## src/spdref_defines.svh

```systemverilog
// Constants for the speed reference, jog and limit block
`ifndef SPDREF_DEFINES_SVH
`define SPDREF_DEFINES_SVH

// ****
// Parameter indices
// ****
`define SPDREF_IDX_BACKUP    10'h078
`define SPDREF_IDX_KEYPAD    10'h079
`define SPDREF_IDX_JOGP      10'h07A
`define SPDREF_IDX_JOGM      10'h07B
`define SPDREF_IDX_MARGIN    10'h084
`define SPDREF_IDX_MIN       10'h085
`define SPDREF_IDX_MAX       10'h086
`define SPDREF_IDX_STATUS    10'h0C8
`define SPDREF_IDX_REF_OUT   10'h0C9

// ****
// Reset values
// ****
`define SPDREF_RST_BACKUP    16'h0001
`define SPDREF_RST_KEYPAD    16'h005A
`define SPDREF_RST_JOGP      16'h0096
`define SPDREF_RST_JOGM      16'h0096
`define SPDREF_RST_MARGIN    16'h000A
`define SPDREF_RST_MIN       16'h005A
`define SPDREF_RST_MAX       16'h0708

// ****
// Codes, fields and limits
// ****
`define SPDREF_SRC_KEYPAD    4'h0
`define SPDREF_INCH_SRC_DIN  4'h1
`define SPDREF_FN_JOG        5'h0A
`define SPDREF_FN_JOGP       5'h10
`define SPDREF_FN_JOGM       5'h11
`define SPDREF_MARGIN_OFF    16'h0064
`define SPDREF_SPEED_MAX     16'h4650
`define SPDREF_CAP_NUM       6'h22
`define SPDREF_CAP_DEN       6'h0A
`define SPDREF_FAULT_CODE    8'h96

// ****
// Timing
// ****
`define SPDREF_CLK_HZ        40000000
`define SPDREF_OVS_TIME_MS   20

`endif

```

## src/spdref_pkg.sv

```systemverilog
// Types for the speed reference, jog and limit block
package spdref_pkg;

  typedef enum logic [1:0] {
    SPDREF_IDLE,
    SPDREF_RUN,
    SPDREF_JOG
  } spdref_state_t;

  typedef logic [15:0] spdref_speed_t;

endpackage : spdref_pkg

```

## src/spdref_ovs_if.sv

```systemverilog
// Carrier between the reference logic and the overspeed monitor
`timescale 1ns/1ps
interface spdref_ovs_if;
  logic [17:0] threshold;
  logic        detect_en;
  logic [15:0] actual_speed;
  logic        over_trip;

  modport ctrl (output threshold, output detect_en, output actual_speed, input over_trip);
  modport mon  (input threshold, input detect_en, input actual_speed, output over_trip);
endinterface : spdref_ovs_if

```

## src/spdref_ovs.sv

```systemverilog
// Overspeed persistence monitor
`timescale 1ns/1ps
module spdref_ovs
  import spdref_pkg::*;
#(
  parameter int OVS_CYCLES = 800000
)(
  input  wire logic  sys_clk,
  input  wire logic  rstn,
  spdref_ovs_if.mon  ovs
);

  localparam int CW = $clog2(OVS_CYCLES + 2);

  logic [CW-1:0] count;
  logic          over;
  logic          elapsed;

  // ***********************************************
  // Persistence timer
  // ***********************************************
  assign over    = ovs.detect_en && ({2'b00, ovs.actual_speed} > ovs.threshold);
  assign elapsed = count > CW'(OVS_CYCLES);

  always_ff @(posedge sys_clk)
  begin
    if (!rstn)
      count <= '0;
    else if (!over)
      count <= '0;
    else if (!elapsed)
      count <= count + CW'(1);
  end

  assign ovs.over_trip = over && elapsed;

endmodule : spdref_ovs

```

## src/spdref_top.sv

```systemverilog
// Speed reference, jog commands, limits and overspeed trip
`timescale 1ns/1ps
`include "spdref_defines.svh"
module spdref_top
  import spdref_pkg::*;
#(
  parameter int OVS_CYCLES = (`SPDREF_OVS_TIME_MS * (`SPDREF_CLK_HZ / 1000)),
  parameter int NUM_DIN    = 8
)(
  input  wire logic                sys_clk,
  input  wire logic                rstn,
  input  wire logic                par_wr,
  input  wire logic [9:0]          par_index,
  input  wire logic [15:0]         par_wdata,
  output logic      [15:0]         par_rdata,
  input  wire logic                drive_enable,
  input  wire logic                remote_mode,
  input  wire logic [3:0]          local_reference_source_select,
  input  wire logic [3:0]          remote_reference_source_select,
  input  wire logic                local_direction_select,
  input  wire logic                remote_direction_select,
  input  wire logic [3:0]          local_inch_source_select,
  input  wire logic [3:0]          remote_inch_source_select,
  input  wire logic                inch_command,
  input  wire logic [NUM_DIN-1:0][4:0] input_function_select,
  input  wire logic [NUM_DIN-1:0]  isolated_digital_input,
  input  wire logic                keypad_up,
  input  wire logic                keypad_down,
  input  wire logic [15:0]         ext_reference,
  input  wire logic                ext_reference_valid,
  input  wire logic [15:0]         motor_rated_speed_setting,
  input  wire logic [15:0]         actual_speed,
  input  wire logic                dc_undervoltage,
  input  wire logic [15:0]         nv_restore_data,
  input  wire logic                nv_restore_valid,
  input  wire logic                fault_reset,
  output logic      [15:0]         speed_reference,
  output logic                     reverse_dir,
  output logic                     jog_active,
  output logic                     pwm_block,
  output logic                     overspeed_fault,
  output logic      [7:0]          overspeed_fault_code,
  output logic                     nv_write,
  output logic      [15:0]         nv_wdata
);

  // ***********************************************
  // Functions
  // ***********************************************
  function automatic logic [15:0] sat_add(input logic [15:0] a, input logic [15:0] b);
    logic [16:0] s;
    s = {1'b0, a} + {1'b0, b};
    sat_add = s[16] ? 16'hFFFF : s[15:0];
  endfunction : sat_add

  function automatic logic [15:0] sat_sub(input logic [15:0] a, input logic [15:0] b);
    sat_sub = (a > b) ? (a - b) : 16'h0000;
  endfunction : sat_sub

  function automatic logic [15:0] lim_speed(input logic [15:0] v);
    lim_speed = (v > `SPDREF_SPEED_MAX) ? `SPDREF_SPEED_MAX : v;
  endfunction : lim_speed

  function automatic logic any_fn(input logic [NUM_DIN-1:0][4:0] fsel,
                                  input logic [NUM_DIN-1:0] din,
                                  input logic [4:0] code);
    logic hit;
    hit = 1'b0;
    for (int i = 0; i < NUM_DIN; i++)
      hit = hit | (din[i] && (fsel[i] == code));
    any_fn = hit;
  endfunction : any_fn

  // ***********************************************
  // Parameter storage
  // ***********************************************
  spdref_speed_t reference_backup_enable;
  spdref_speed_t keypad_speed_reference;
  spdref_speed_t jog_plus_speed_value;
  spdref_speed_t jog_minus_speed_value;
  spdref_speed_t overspeed_margin_percent;
  spdref_speed_t minimum_speed_limit;
  spdref_speed_t maximum_speed_limit;
  spdref_speed_t held_ext_reference;
  spdref_state_t state;
  spdref_state_t next_state;

  logic [NUM_DIN-1:0] din_s1;
  logic [NUM_DIN-1:0] din_s2;
  logic [NUM_DIN-1:0] din_s3;
  logic [NUM_DIN-1:0] din_q;
  logic               enable_q;
  logic               uv_q;

  spdref_ovs_if ovs_bus ();

  // ***********************************************
  // Decoding
  // ***********************************************
  wire wr_backup = par_wr && (par_index == `SPDREF_IDX_BACKUP);
  wire wr_keypad = par_wr && (par_index == `SPDREF_IDX_KEYPAD);
  wire wr_jogp   = par_wr && (par_index == `SPDREF_IDX_JOGP);
  wire wr_jogm   = par_wr && (par_index == `SPDREF_IDX_JOGM);
  wire wr_margin = par_wr && (par_index == `SPDREF_IDX_MARGIN);
  wire wr_min    = par_wr && (par_index == `SPDREF_IDX_MIN);
  wire wr_max    = par_wr && (par_index == `SPDREF_IDX_MAX);

  wire        backup_on    = reference_backup_enable[0];
  wire        disable_edge = enable_q && !drive_enable;
  wire        uv_edge      = dc_undervoltage && !uv_q;
  wire [3:0]  ref_src      = remote_mode ? remote_reference_source_select
                                         : local_reference_source_select;
  wire [3:0]  inch_src     = remote_mode ? remote_inch_source_select
                                         : local_inch_source_select;
  wire        dir_sel      = remote_mode ? remote_direction_select
                                         : local_direction_select;
  wire        src_keypad   = (ref_src == `SPDREF_SRC_KEYPAD);
  wire        jog_cmd      = (inch_src == `SPDREF_INCH_SRC_DIN)
                             ? any_fn(input_function_select, din_q, `SPDREF_FN_JOG)
                             : inch_command;
  wire        jogp_cmd     = any_fn(input_function_select, din_q, `SPDREF_FN_JOGP);
  wire        jogm_cmd     = any_fn(input_function_select, din_q, `SPDREF_FN_JOGM);
  wire        motor_stop   = (actual_speed == 16'h0000);

  // ***********************************************
  // Drive state
  // ***********************************************
  always_comb
  begin
    next_state = state;
    case (state)
      SPDREF_IDLE:
        if (jog_cmd && motor_stop)
          next_state = SPDREF_JOG;
        else if (drive_enable)
          next_state = SPDREF_RUN;
      SPDREF_RUN:
        if (!drive_enable)
          next_state = SPDREF_IDLE;
      SPDREF_JOG:
        if (!jog_cmd)
          next_state = SPDREF_IDLE;
      default:
        next_state = SPDREF_IDLE;
    endcase
  end

  // ***********************************************
  // Reference selection and limits
  // ***********************************************
  wire [15:0] base_ref  = src_keypad ? keypad_speed_reference : held_ext_reference;
  wire [15:0] jog_total = jogp_cmd ? sat_add(base_ref, jog_plus_speed_value)
                        : jogm_cmd ? sat_sub(base_ref, jog_minus_speed_value)
                        : base_ref;
  wire [15:0] raw_ref   = (state == SPDREF_JOG) ? jog_plus_speed_value : jog_total;
  wire [21:0] cap_prod  = motor_rated_speed_setting * `SPDREF_CAP_NUM;
  wire [21:0] cap_div   = cap_prod / 22'(`SPDREF_CAP_DEN);
  wire [15:0] cap_speed = (cap_div > 22'h00FFFF) ? 16'hFFFF : cap_div[15:0];
  wire [15:0] hi_lim    = (maximum_speed_limit > cap_speed) ? cap_speed
                                                            : maximum_speed_limit;
  wire [15:0] lo_ref    = (raw_ref < minimum_speed_limit) ? minimum_speed_limit : raw_ref;
  wire [15:0] clamp_ref = (lo_ref > hi_lim) ? hi_lim : lo_ref;
  wire        run_state = (state != SPDREF_IDLE);
  wire [15:0] next_ref  = (run_state && !overspeed_fault) ? clamp_ref : 16'h0000;

  // ***********************************************
  // Overspeed threshold
  // ***********************************************
  wire [31:0] margin_prod = maximum_speed_limit * overspeed_margin_percent;
  wire [31:0] margin_div  = margin_prod / 32'd100;
  wire [17:0] ovs_thresh  = 18'({2'b00, maximum_speed_limit}) + margin_div[17:0];

  assign ovs_bus.threshold    = ovs_thresh;
  assign ovs_bus.detect_en    = (overspeed_margin_percent < `SPDREF_MARGIN_OFF);
  assign ovs_bus.actual_speed = actual_speed;

  spdref_ovs #(
    .OVS_CYCLES (OVS_CYCLES)
  ) u_ovs (
    .sys_clk (sys_clk),
    .rstn    (rstn),
    .ovs     (ovs_bus)
  );

  // ***********************************************
  // Readback
  // ***********************************************
  wire [15:0] status_word = {11'h000, pwm_block, overspeed_fault, jog_active,
                             run_state, backup_on};
  wire [15:0] next_rdata =
      (par_index == `SPDREF_IDX_BACKUP)  ? reference_backup_enable  :
      (par_index == `SPDREF_IDX_KEYPAD)  ? keypad_speed_reference   :
      (par_index == `SPDREF_IDX_JOGP)    ? jog_plus_speed_value     :
      (par_index == `SPDREF_IDX_JOGM)    ? jog_minus_speed_value    :
      (par_index == `SPDREF_IDX_MARGIN)  ? overspeed_margin_percent :
      (par_index == `SPDREF_IDX_MIN)     ? minimum_speed_limit      :
      (par_index == `SPDREF_IDX_MAX)     ? maximum_speed_limit      :
      (par_index == `SPDREF_IDX_STATUS)  ? status_word              :
      (par_index == `SPDREF_IDX_REF_OUT) ? speed_reference          : 16'h0000;

  // ***********************************************
  // Input synchronisers
  // ***********************************************
  always_ff @(posedge sys_clk)
  begin
    if (!rstn)
    begin
      din_s1 <= '0;
      din_s2 <= '0;
      din_s3 <= '0;
      din_q  <= '0;
    end
    else
    begin
      din_s1 <= isolated_digital_input;
      din_s2 <= din_s1;
      din_s3 <= din_s2;
      for (int i = 0; i < NUM_DIN; i++)
        if (din_s2[i] == din_s3[i])
          din_q[i] <= din_s3[i];
    end
  end

  // ***********************************************
  // Configuration parameters
  // ***********************************************
  always_ff @(posedge sys_clk)
  begin
    if (!rstn)
    begin
      reference_backup_enable  <= `SPDREF_RST_BACKUP;
      jog_plus_speed_value     <= `SPDREF_RST_JOGP;
      jog_minus_speed_value    <= `SPDREF_RST_JOGM;
      overspeed_margin_percent <= `SPDREF_RST_MARGIN;
      minimum_speed_limit      <= `SPDREF_RST_MIN;
      maximum_speed_limit      <= `SPDREF_RST_MAX;
    end
    else
    begin
      if (wr_backup)
        reference_backup_enable <= {15'h0000, par_wdata[0]};
      if (wr_jogp)
        jog_plus_speed_value <= lim_speed(par_wdata);
      if (wr_jogm)
        jog_minus_speed_value <= lim_speed(par_wdata);
      if (wr_margin)
        overspeed_margin_percent <= (par_wdata > `SPDREF_MARGIN_OFF) ? `SPDREF_MARGIN_OFF
                                                                    : par_wdata;
      if (wr_min)
        minimum_speed_limit <= lim_speed(par_wdata);
      if (wr_max)
        maximum_speed_limit <= lim_speed(par_wdata);
    end
  end

  // ***********************************************
  // Keypad and external references with backup
  // ***********************************************
  always_ff @(posedge sys_clk)
  begin
    if (!rstn)
    begin
      keypad_speed_reference <= `SPDREF_RST_KEYPAD;
      held_ext_reference     <= '0;
    end
    else if (disable_edge && !backup_on)
    begin
      keypad_speed_reference <= minimum_speed_limit;
      held_ext_reference     <= minimum_speed_limit;
    end
    else
    begin
      if (wr_keypad)
        keypad_speed_reference <= lim_speed(par_wdata);
      else if (nv_restore_valid && backup_on)
        keypad_speed_reference <= lim_speed(nv_restore_data);
      else if (src_keypad && keypad_up && !keypad_down)
        keypad_speed_reference <= lim_speed(sat_add(keypad_speed_reference, 16'h0001));
      else if (src_keypad && keypad_down && !keypad_up)
        keypad_speed_reference <= sat_sub(keypad_speed_reference, 16'h0001);
      if (ext_reference_valid && !src_keypad)
        held_ext_reference <= lim_speed(ext_reference);
    end
  end

  // ***********************************************
  // Nonvolatile save on undervoltage
  // ***********************************************
  always_ff @(posedge sys_clk)
  begin
    if (!rstn)
    begin
      uv_q     <= 1'b0;
      nv_write <= 1'b0;
      nv_wdata <= '0;
    end
    else
    begin
      uv_q     <= dc_undervoltage;
      nv_write <= uv_edge && backup_on;
      if (uv_edge && backup_on)
        nv_wdata <= keypad_speed_reference;
    end
  end

  // ***********************************************
  // Drive outputs
  // ***********************************************
  always_ff @(posedge sys_clk)
  begin
    if (!rstn)
    begin
      state           <= SPDREF_IDLE;
      enable_q        <= 1'b0;
      speed_reference <= '0;
      reverse_dir     <= 1'b0;
      jog_active      <= 1'b0;
      par_rdata       <= '0;
    end
    else
    begin
      state           <= next_state;
      enable_q        <= drive_enable;
      speed_reference <= next_ref;
      reverse_dir     <= dir_sel;
      jog_active      <= (next_state == SPDREF_JOG);
      par_rdata       <= next_rdata;
    end
  end

  // ***********************************************
  // Overspeed fault
  // ***********************************************
  always_ff @(posedge sys_clk)
  begin
    if (!rstn)
    begin
      overspeed_fault      <= 1'b0;
      pwm_block            <= 1'b0;
      overspeed_fault_code <= 8'h00;
    end
    else if (ovs_bus.over_trip)
    begin
      overspeed_fault      <= 1'b1;
      pwm_block            <= 1'b1;
      overspeed_fault_code <= `SPDREF_FAULT_CODE;
    end
    else if (fault_reset)
    begin
      overspeed_fault      <= 1'b0;
      pwm_block            <= 1'b0;
      overspeed_fault_code <= 8'h00;
    end
  end

endmodule : spdref_top
```

## config.mk

```make
export PLATFORM = sky130hd
export DESIGN_NAME = spdref_top
export DESIGN_NICKNAME = d
export VERILOG_FILES = /design/src/spdref_pkg.sv /design/src/spdref_ovs_if.sv /design/src/spdref_ovs.sv /design/src/spdref_top.sv
export VERILOG_INCLUDE_DIRS = /design/src
export SDC_FILE = /design/constraint.sdc
export NUM_CORES = 2
export LEC_CHECK = 0
export BUFFER_PORTS_ARGS = -buffer_cell sky130_fd_sc_hd__clkbuf_2
export CORE_MARGIN = 1.5
export CORE_UTILIZATION = 40
export CTS_BUF_LIST = sky130_fd_sc_hd__clkbuf_8
export DETAILED_ROUTE_END_ITERATION = 6
export PLACE_DENSITY = 0.56
export SYNTH_ARGS = -nofsm -noshare
export SYNTH_HDL_FRONTEND = slang
export SYNTH_HIERARCHICAL = 1
export SYNTH_SLANG_ARGS = --single-unit
export TNS_END_PERCENT = 50
```

## constraint.sdc

```tcl
create_clock -name sys_clk -period 25.2 [get_ports sys_clk]
set_input_delay 0 -clock sys_clk [delete_from_list [all_inputs] [get_ports sys_clk]]
set_output_delay 0 -clock sys_clk [all_outputs]
set_load 0.005 [all_outputs]
```

Word-level counts from Yosys, hierarchy flattened. Cells that the tools add are included.

Logic and storage cells: 231. Input port bits: 168. Output and inout bits: 61. Register bits after elaboration: 225.

Reductions and logical operators: 62. Add/sub/neg operators: 6. $lt $le $gt $ge: 14. Divide/modulo/power cells: 2. Mux-type cells: 46. Equal/unequal tests: 45. Multipliers: 2. Bitwise gates (word level): 22.

Operators with widths (number): two-way mux 16 bit (32); equality test 5 bit, second input constant (16); greater-than comparator 16 x 15 -> 1 bit, second input constant (4); equality test 10 x 8 -> 1 bit, second input constant (5); greater-than comparator 16 bit (3); logical AND 1 bit (45); equality test 10 x 7 -> 1 bit, second input constant (4); equality test 5 x 4 -> 1 bit, second input constant (8); divider 32 x 7 -> 32 bit, second input constant (1); multiplier 16 x 16 -> 32 bit (1); divider 22 x 4 -> 22 bit, second input constant (1); greater-than comparator 22 x 16 -> 1 bit, second input constant (1); multiplier 16 x 5 -> 21 bit, second input constant (1); OR 1 bit (21); adder 20 x 1 -> 20 bit, second input constant (1); greater-than comparator 20 bit, second input constant (1); adder 16 x 18 -> 18 bit (1); greater-than comparator 16 x 18 -> 1 bit (1); adder 16 x 1 -> 17 bit, second input constant (1); adder 16 x 16 -> 17 bit (1); greater-than comparator 16 x 1 -> 1 bit, second input constant (1); greater-than comparator 16 x 7 -> 1 bit, second input constant (1); logical NOT 16 bit (1); less-than comparator 16 bit (1); 20 further kinds (46).

Depth between registers and ports, before layout.
Word-level depth: 16. Mapped depth: 118. Gate-level depth less buffers: 107.

Hierarchy. Netlist, hierarchy kept.

Modules (own cells, without submodules): spdref_top (area each 30399.2 um^2, instances 1, sequential area each 4023.9 um^2, cells an instance 4001); spdref_ovs (area each 1582.8 um^2, instances 1, sequential area each 400.4 um^2, cells an instance 192).

Least setup slack after synthesis. Ideal clock, no wire load.

Path kind: flip-flop to flip-flop. Start point: register maximum_speed_limit[5]. End point: register u_ovs.count[12]. Library setup time: 0.134 ns. Required time: 25.066 ns. Setup slack: 0.176 ns. Arrival time: 24.889 ns. Path buffers: 6. Stages on the path, launching flop included: 107. Clock period less this slack: 25.024 ns. Cell sequence: dfxtp_1 clkbuf_1 clkbuf_1 nand2_1 fa_1 inv_1 fa_1 inv_1 fa_1 inv_1 fa_1 fa_1 inv_1 fa_1 inv_1 ha_1 clkbuf_1 nand2_1 [... 71 more ...] a21oi_1 o21bai_1 a21oi_1 o21bai_1 a21oi_1 o21bai_1 a21oi_1 o21bai_1 a21oi_1 inv_1 a21oi_1 nor3_1 a211o_1 nor4_1 inv_2 o311ai_1 clkbuf_1 nor3_1.

Longest elaborated chain between the ends: 6.

RTL lines: from (decl) (RTL line spdref_top.sv:83) `spdref_speed_t maximum_speed_limit;`; from (signal assigned) (RTL line spdref_top.sv:236) `` maximum_speed_limit <= `SPDREF_RST_MAX; ``; from (signal assigned) (RTL line spdref_top.sv:252) `maximum_speed_limit <= lim_speed(par_wdata);`; multiplier 16 x 16 -> 32 bit (RTL line spdref_top.sv:169) `wire [31:0] margin_prod = maximum_speed_limit * overspeed_margin_percent;`; divider 32 x 7 -> 32 bit (RTL line spdref_top.sv:170) `wire [31:0] margin_div = margin_prod / 32'd100;`; adder 16 x 18 -> 18 bit (*) (RTL line spdref_top.sv:171) `wire [17:0] ovs_thresh = 18'({2'b00, maximum_speed_limit}) + margin_div[17:0];`; named net ovs_bus.threshold[17] (RTL line spdref_ovs_if.sv:4) `logic [17:0] threshold;`; greater-than comparator 16 x 18 -> 1 bit (*) (RTL line spdref_ovs.sv:22) `assign over = ovs.detect_en && ({2'b00, ovs.actual_speed} > ovs.threshold);`; logical AND 1 bit (*) (RTL line spdref_ovs.sv:22); AND reduction 2 bit (no line) (*); to (signal assigned) (RTL line spdref_ovs.sv:32) `count <= count + CW'(1);`; to (decl) (RTL line spdref_ovs.sv:15) `logic [CW-1:0] count;`.

The timed path passes the listed nets; every way through them passes the cells marked *. A chain may end at the register's enable or synchronous reset.

Final worst setup path.
Start point: register overspeed_margin_percent[5]. End point: register u_ovs.count[9].

Longest elaborated chain between the ends: 6. Elaborated cells between the ends (all ways): 7. Those cells by class: add/sub: 1; mul: 1; div: 1; order compare: 2; reduce/logical: 2.

RTL lines: from (decl) (RTL line spdref_top.sv:81) `spdref_speed_t overspeed_margin_percent;`; from (signal assigned) (RTL line spdref_top.sv:234) `` overspeed_margin_percent <= `SPDREF_RST_MARGIN; ``; from (signal assigned) (RTL line spdref_top.sv:247) `` overspeed_margin_percent <= (par_wdata > `SPDREF_MARGIN_OFF) ? `SPDREF_MARGIN_OFF ``; multiplier 16 x 16 -> 32 bit (RTL line spdref_top.sv:169); divider 32 x 7 -> 32 bit (RTL line spdref_top.sv:170); adder 16 x 18 -> 18 bit (RTL line spdref_top.sv:171); named net ovs_bus.threshold[12] (RTL line spdref_ovs_if.sv:4); greater-than comparator 16 x 18 -> 1 bit (RTL line spdref_ovs.sv:22); logical AND 1 bit (RTL line spdref_ovs.sv:22); AND reduction 2 bit (no line).

The timed path passes the listed nets, and every way through them passes these cells.

==> run_results.csv <==
group,metric,value,unit
timing,finalSetupViolCount,0,
clocking,cts_buffer_depth,3,
routing,dr.pass1.iters,7,
synth,synth_edf_count,0,
placement,port_buffers,224,
timing,finClkSkew,33.48,ps
clocking,h-tree-depth,2,
layout,seqCellArea,4511,µm²
timing,fin_ws,542.7,ps
routing,ant_nets,0,
timing,fmax,40.56,MHz
clocking,clock-sinks,221,
clocking,cts_buffers,38,
synth,ys_seq_area_frac,0.1383,
grt,antenna_found_initial,1,
routing,drc,14,
timing,period_needed,24660,ps
placement,hpwlAfterDp,85340,µm
floorplanning,die_y,285.8,µm
routing,vias_per_cell,5.738,
floorplanning,die_x,285.8,µm
layout,area_delta_synth_final,22.98,%
timing,grt_setup_unrepaired,"true",
synth,synthFlopType,"dfxtp_1",
floorplanning,io_pins,229,
worst_setup_path,crit_path_max_fanout,9,
worst_setup_path,crit_type,"reg -> reg",
worst_setup_path,slowest_stage,"fa_1",
synth,yosysWarnings,6,
grt,grt_pass1_vias,30380,
synth,synth_area_leaders,"dfxtp_1, fa_1, ha_1, nand2_1, a21oi_1",
worst_setup_path,critPathRequiredTime,25660,ps
synth,synth_top_area_share,0.1383,
power_and_ir_drop,peakVddDrop,84.10,µV
power_and_ir_drop,power_density,40.06,nW/µm²
run_status,failed_checks,"DRC",
layout,layout-drive-gt1-share,0.2327,
clocking,clkTransAtPathRegs,70,ps
synth,yosysMostFrequentCell,"nand2_1",
grt,global_route.usage.total,0.2576,
routing,vias,32491,
worst_setup_path,cp_top_family,"compound AO/OA/AOI/OAI gates",
timing,maxSlewHeadroom,0.1986,
layout,antenna_cells,0,
timing,tightest_slew,1192,ps
worst_setup_path,cp-end-kind,"flop",
timing,final-max-slew-violation-count,0,
grt,grt_pass1_wl,170600,µm
worst_setup_path,cp.arrival,25120,ps
floorplanning,core_area,79000,µm²
clocking,clkLatencyLatePin,580,ps
flow_run,drv_cap,0,
synth,synth_cells,4193,
layout,num-nets-final,5195,
synth,avgSynthCellArea,7.627,µm²
timing,tns,0,ps
synth,synthTopCellsByCount,"nand2_1, inv_1, a21oi_1, nor2_1, ha_1",
run_status,outcome,"complete, but fails checks",
placement,place_area,35100,µm²
clocking,cts_tree,"built",
worst_setup_path,r2r_slack,540,ps
worst_setup_path,max_stage_delay,580,ps
routing,drt_iter0_drc,2672,
layout,multi_input_area,27060,µm²
timing,finalHoldViolCount,0,
power_and_ir_drop,p_leak,17.50,nW
routing,drt-total-wl,110800,µm
floorplanning,dieArea,81660,µm²
synth,async_flop_share,0,
synth,synth_top_area_cell,"dfxtp_1",
worst_setup_path,cp_num_buf_inv,18,
synth,netlist_area,31980,µm²
layout,fill_cells,7754,
layout,design_area,39330,µm²
floorplanning,num_rows,103,
hold_path,hp-class,"in -> reg",
grt,grt_max_degree,71,
routing,wl_per_cell,19.57,µm
grt,gr-total-overflow,0,
clocking,cts-root-buf,"clkbuf_8",
synth,ys_types,145,
placement,preCtsSetupSlack,-347.5,ps
timing,fin_crit_sh,0.9785,
placement,place_congestion,0.9829,
floorplanning,initial_core_util,0.4048,
synth,ys_seq_elements,221,
worst_setup_path,cp-start-kind,"flop",
layout by cell type (no fill, tap or decap), types with 148 or more instances in the layout:
cell	netlist	routed
nand2_1	455	447
inv_1	372	367
nor2_1	332	318
a21oi_1	333	307
buf_4	31	252
ha_1	244	225
clkbuf_2	0	224
dfxtp_1	221	192
fa_1	198	188
o21ai_0	167	156
and2_1	166	148
state kept, by name, indices dropped and copies added (netlist names), 16 cells and up:
register                  cells
keypad_speed_reference       16
maximum_speed_limit          16
jog_plus_speed_value         16
jog_minus_speed_value        16
overspeed_margin_percent     16
nv_wdata                     16
held_ext_reference           16
u_ovs/count                  20
minimum_speed_limit          16
speed_reference              16
par_rdata                    16
path summary, 6_finish.rpt:
kind,start,to,depth (start not counted)
worst max-delay path,overspeed_margin_percent[5]$_SDFFE_PN0P_,u_ovs/count[9]$_SDFFE_PN0P_,107
worst min-delay path,nv_restore_data[4],keypad_speed_reference[4]$_SDFFE_PN1P_,5
worst max register to register,overspeed_margin_percent[5]$_SDFFE_PN0P_,u_ovs/count[9]$_SDFFE_PN0P_,107
worst min register to register,din_s1[7]$_SDFF_PN0_,din_s2[7]$_SDFF_PN0_,1
final cells by class:
class	count	area share
well taps	1050	0.03340
repair buffers	588	0.1090
clock buffers	45	0.01575
inverters	379	0.03620
clock inverters	22	0.002958
flip-flops and latches	221	0.1147
multi-input cells	3357	0.6880
metal layers:
| layer | track usage | routed length, µm | up-vias |
|---|---|---|---|
| met4 | 0.09643 | 4550 | 0 |
| li1 | - | - | 15620 |
| met1 | 0.3476 | 48210 | 15510 |
| met5 | 0 | 0 | - |
| met3 | 0.02998 | 6877 | 195 |
| met2 | 0.4217 | 51150 | 1166 |
power by group:
group          switching [W]  leakage [nW]  total [W]  internal, W
Sequential        0.00000921          1.81   0.000364     0.000355
Combinational       0.000530          15.3   0.000887     0.000357
Clock               0.000160         0.408   0.000325     0.000164
Total               0.000700          17.5    0.00158     0.000876
kinds of logic (layout without fill, tap and decap cells):
| kind of cell | after synthesis | after routing | synth area share |
|---|---|---|---|
| fa+ha+maj | 448 | 448 | 0.2213 |
| other cells | 1 | 4 | 0.0001173 |
| flops | 221 | 221 | 0.1383 |
| mux | 88 | 88 | 0.03052 |
| simple gates | 1449 | 1449 | 0.2226 |
| buf+inv | 618 | 1034 | 0.07766 |
| compound gates | 1190 | 1190 | 0.2590 |
| xor+xnor | 178 | 178 | 0.05051 |
worst reg2reg max path, delay by kind of cell, from the launching register on:
family                     cells  cell delay [ps]
adders and majority gates     10             4270
xor gates and xnor gates       3              390
DFF                            1              400
and+or+nand+nor               19             4730
AOI/OAI and AO/OA             51            10730
muxes                          6             2030
buffers and inverters         18             1980
timing repair:
action / 4_1_cts / 5_1_grt
hold endpoints to repair: 63 / 0
gates cloned: 0 / 4
resized for setup: 40 / 433
setup endpoints to repair: 21 / 21
buffers inserted: 7 / 69
pin swaps: 11 / 167
hold buffers: 64 / 0
stage by stage:
stage,util,hold WS (ps),total power [W],cells
after global placement,0.4443,207.6,0.001218,5453
after floorplan,-,111.9,0.001035,4196
final,0.4979,36.74,0.001576,5662
after global routing,0.4979,35.62,0.001704,5662
after CTS,0.4649,4.955,0.001558,5591
after detailed placement,0.4443,210.9,0.001222,5453
(Power assumes the default switching activity.)
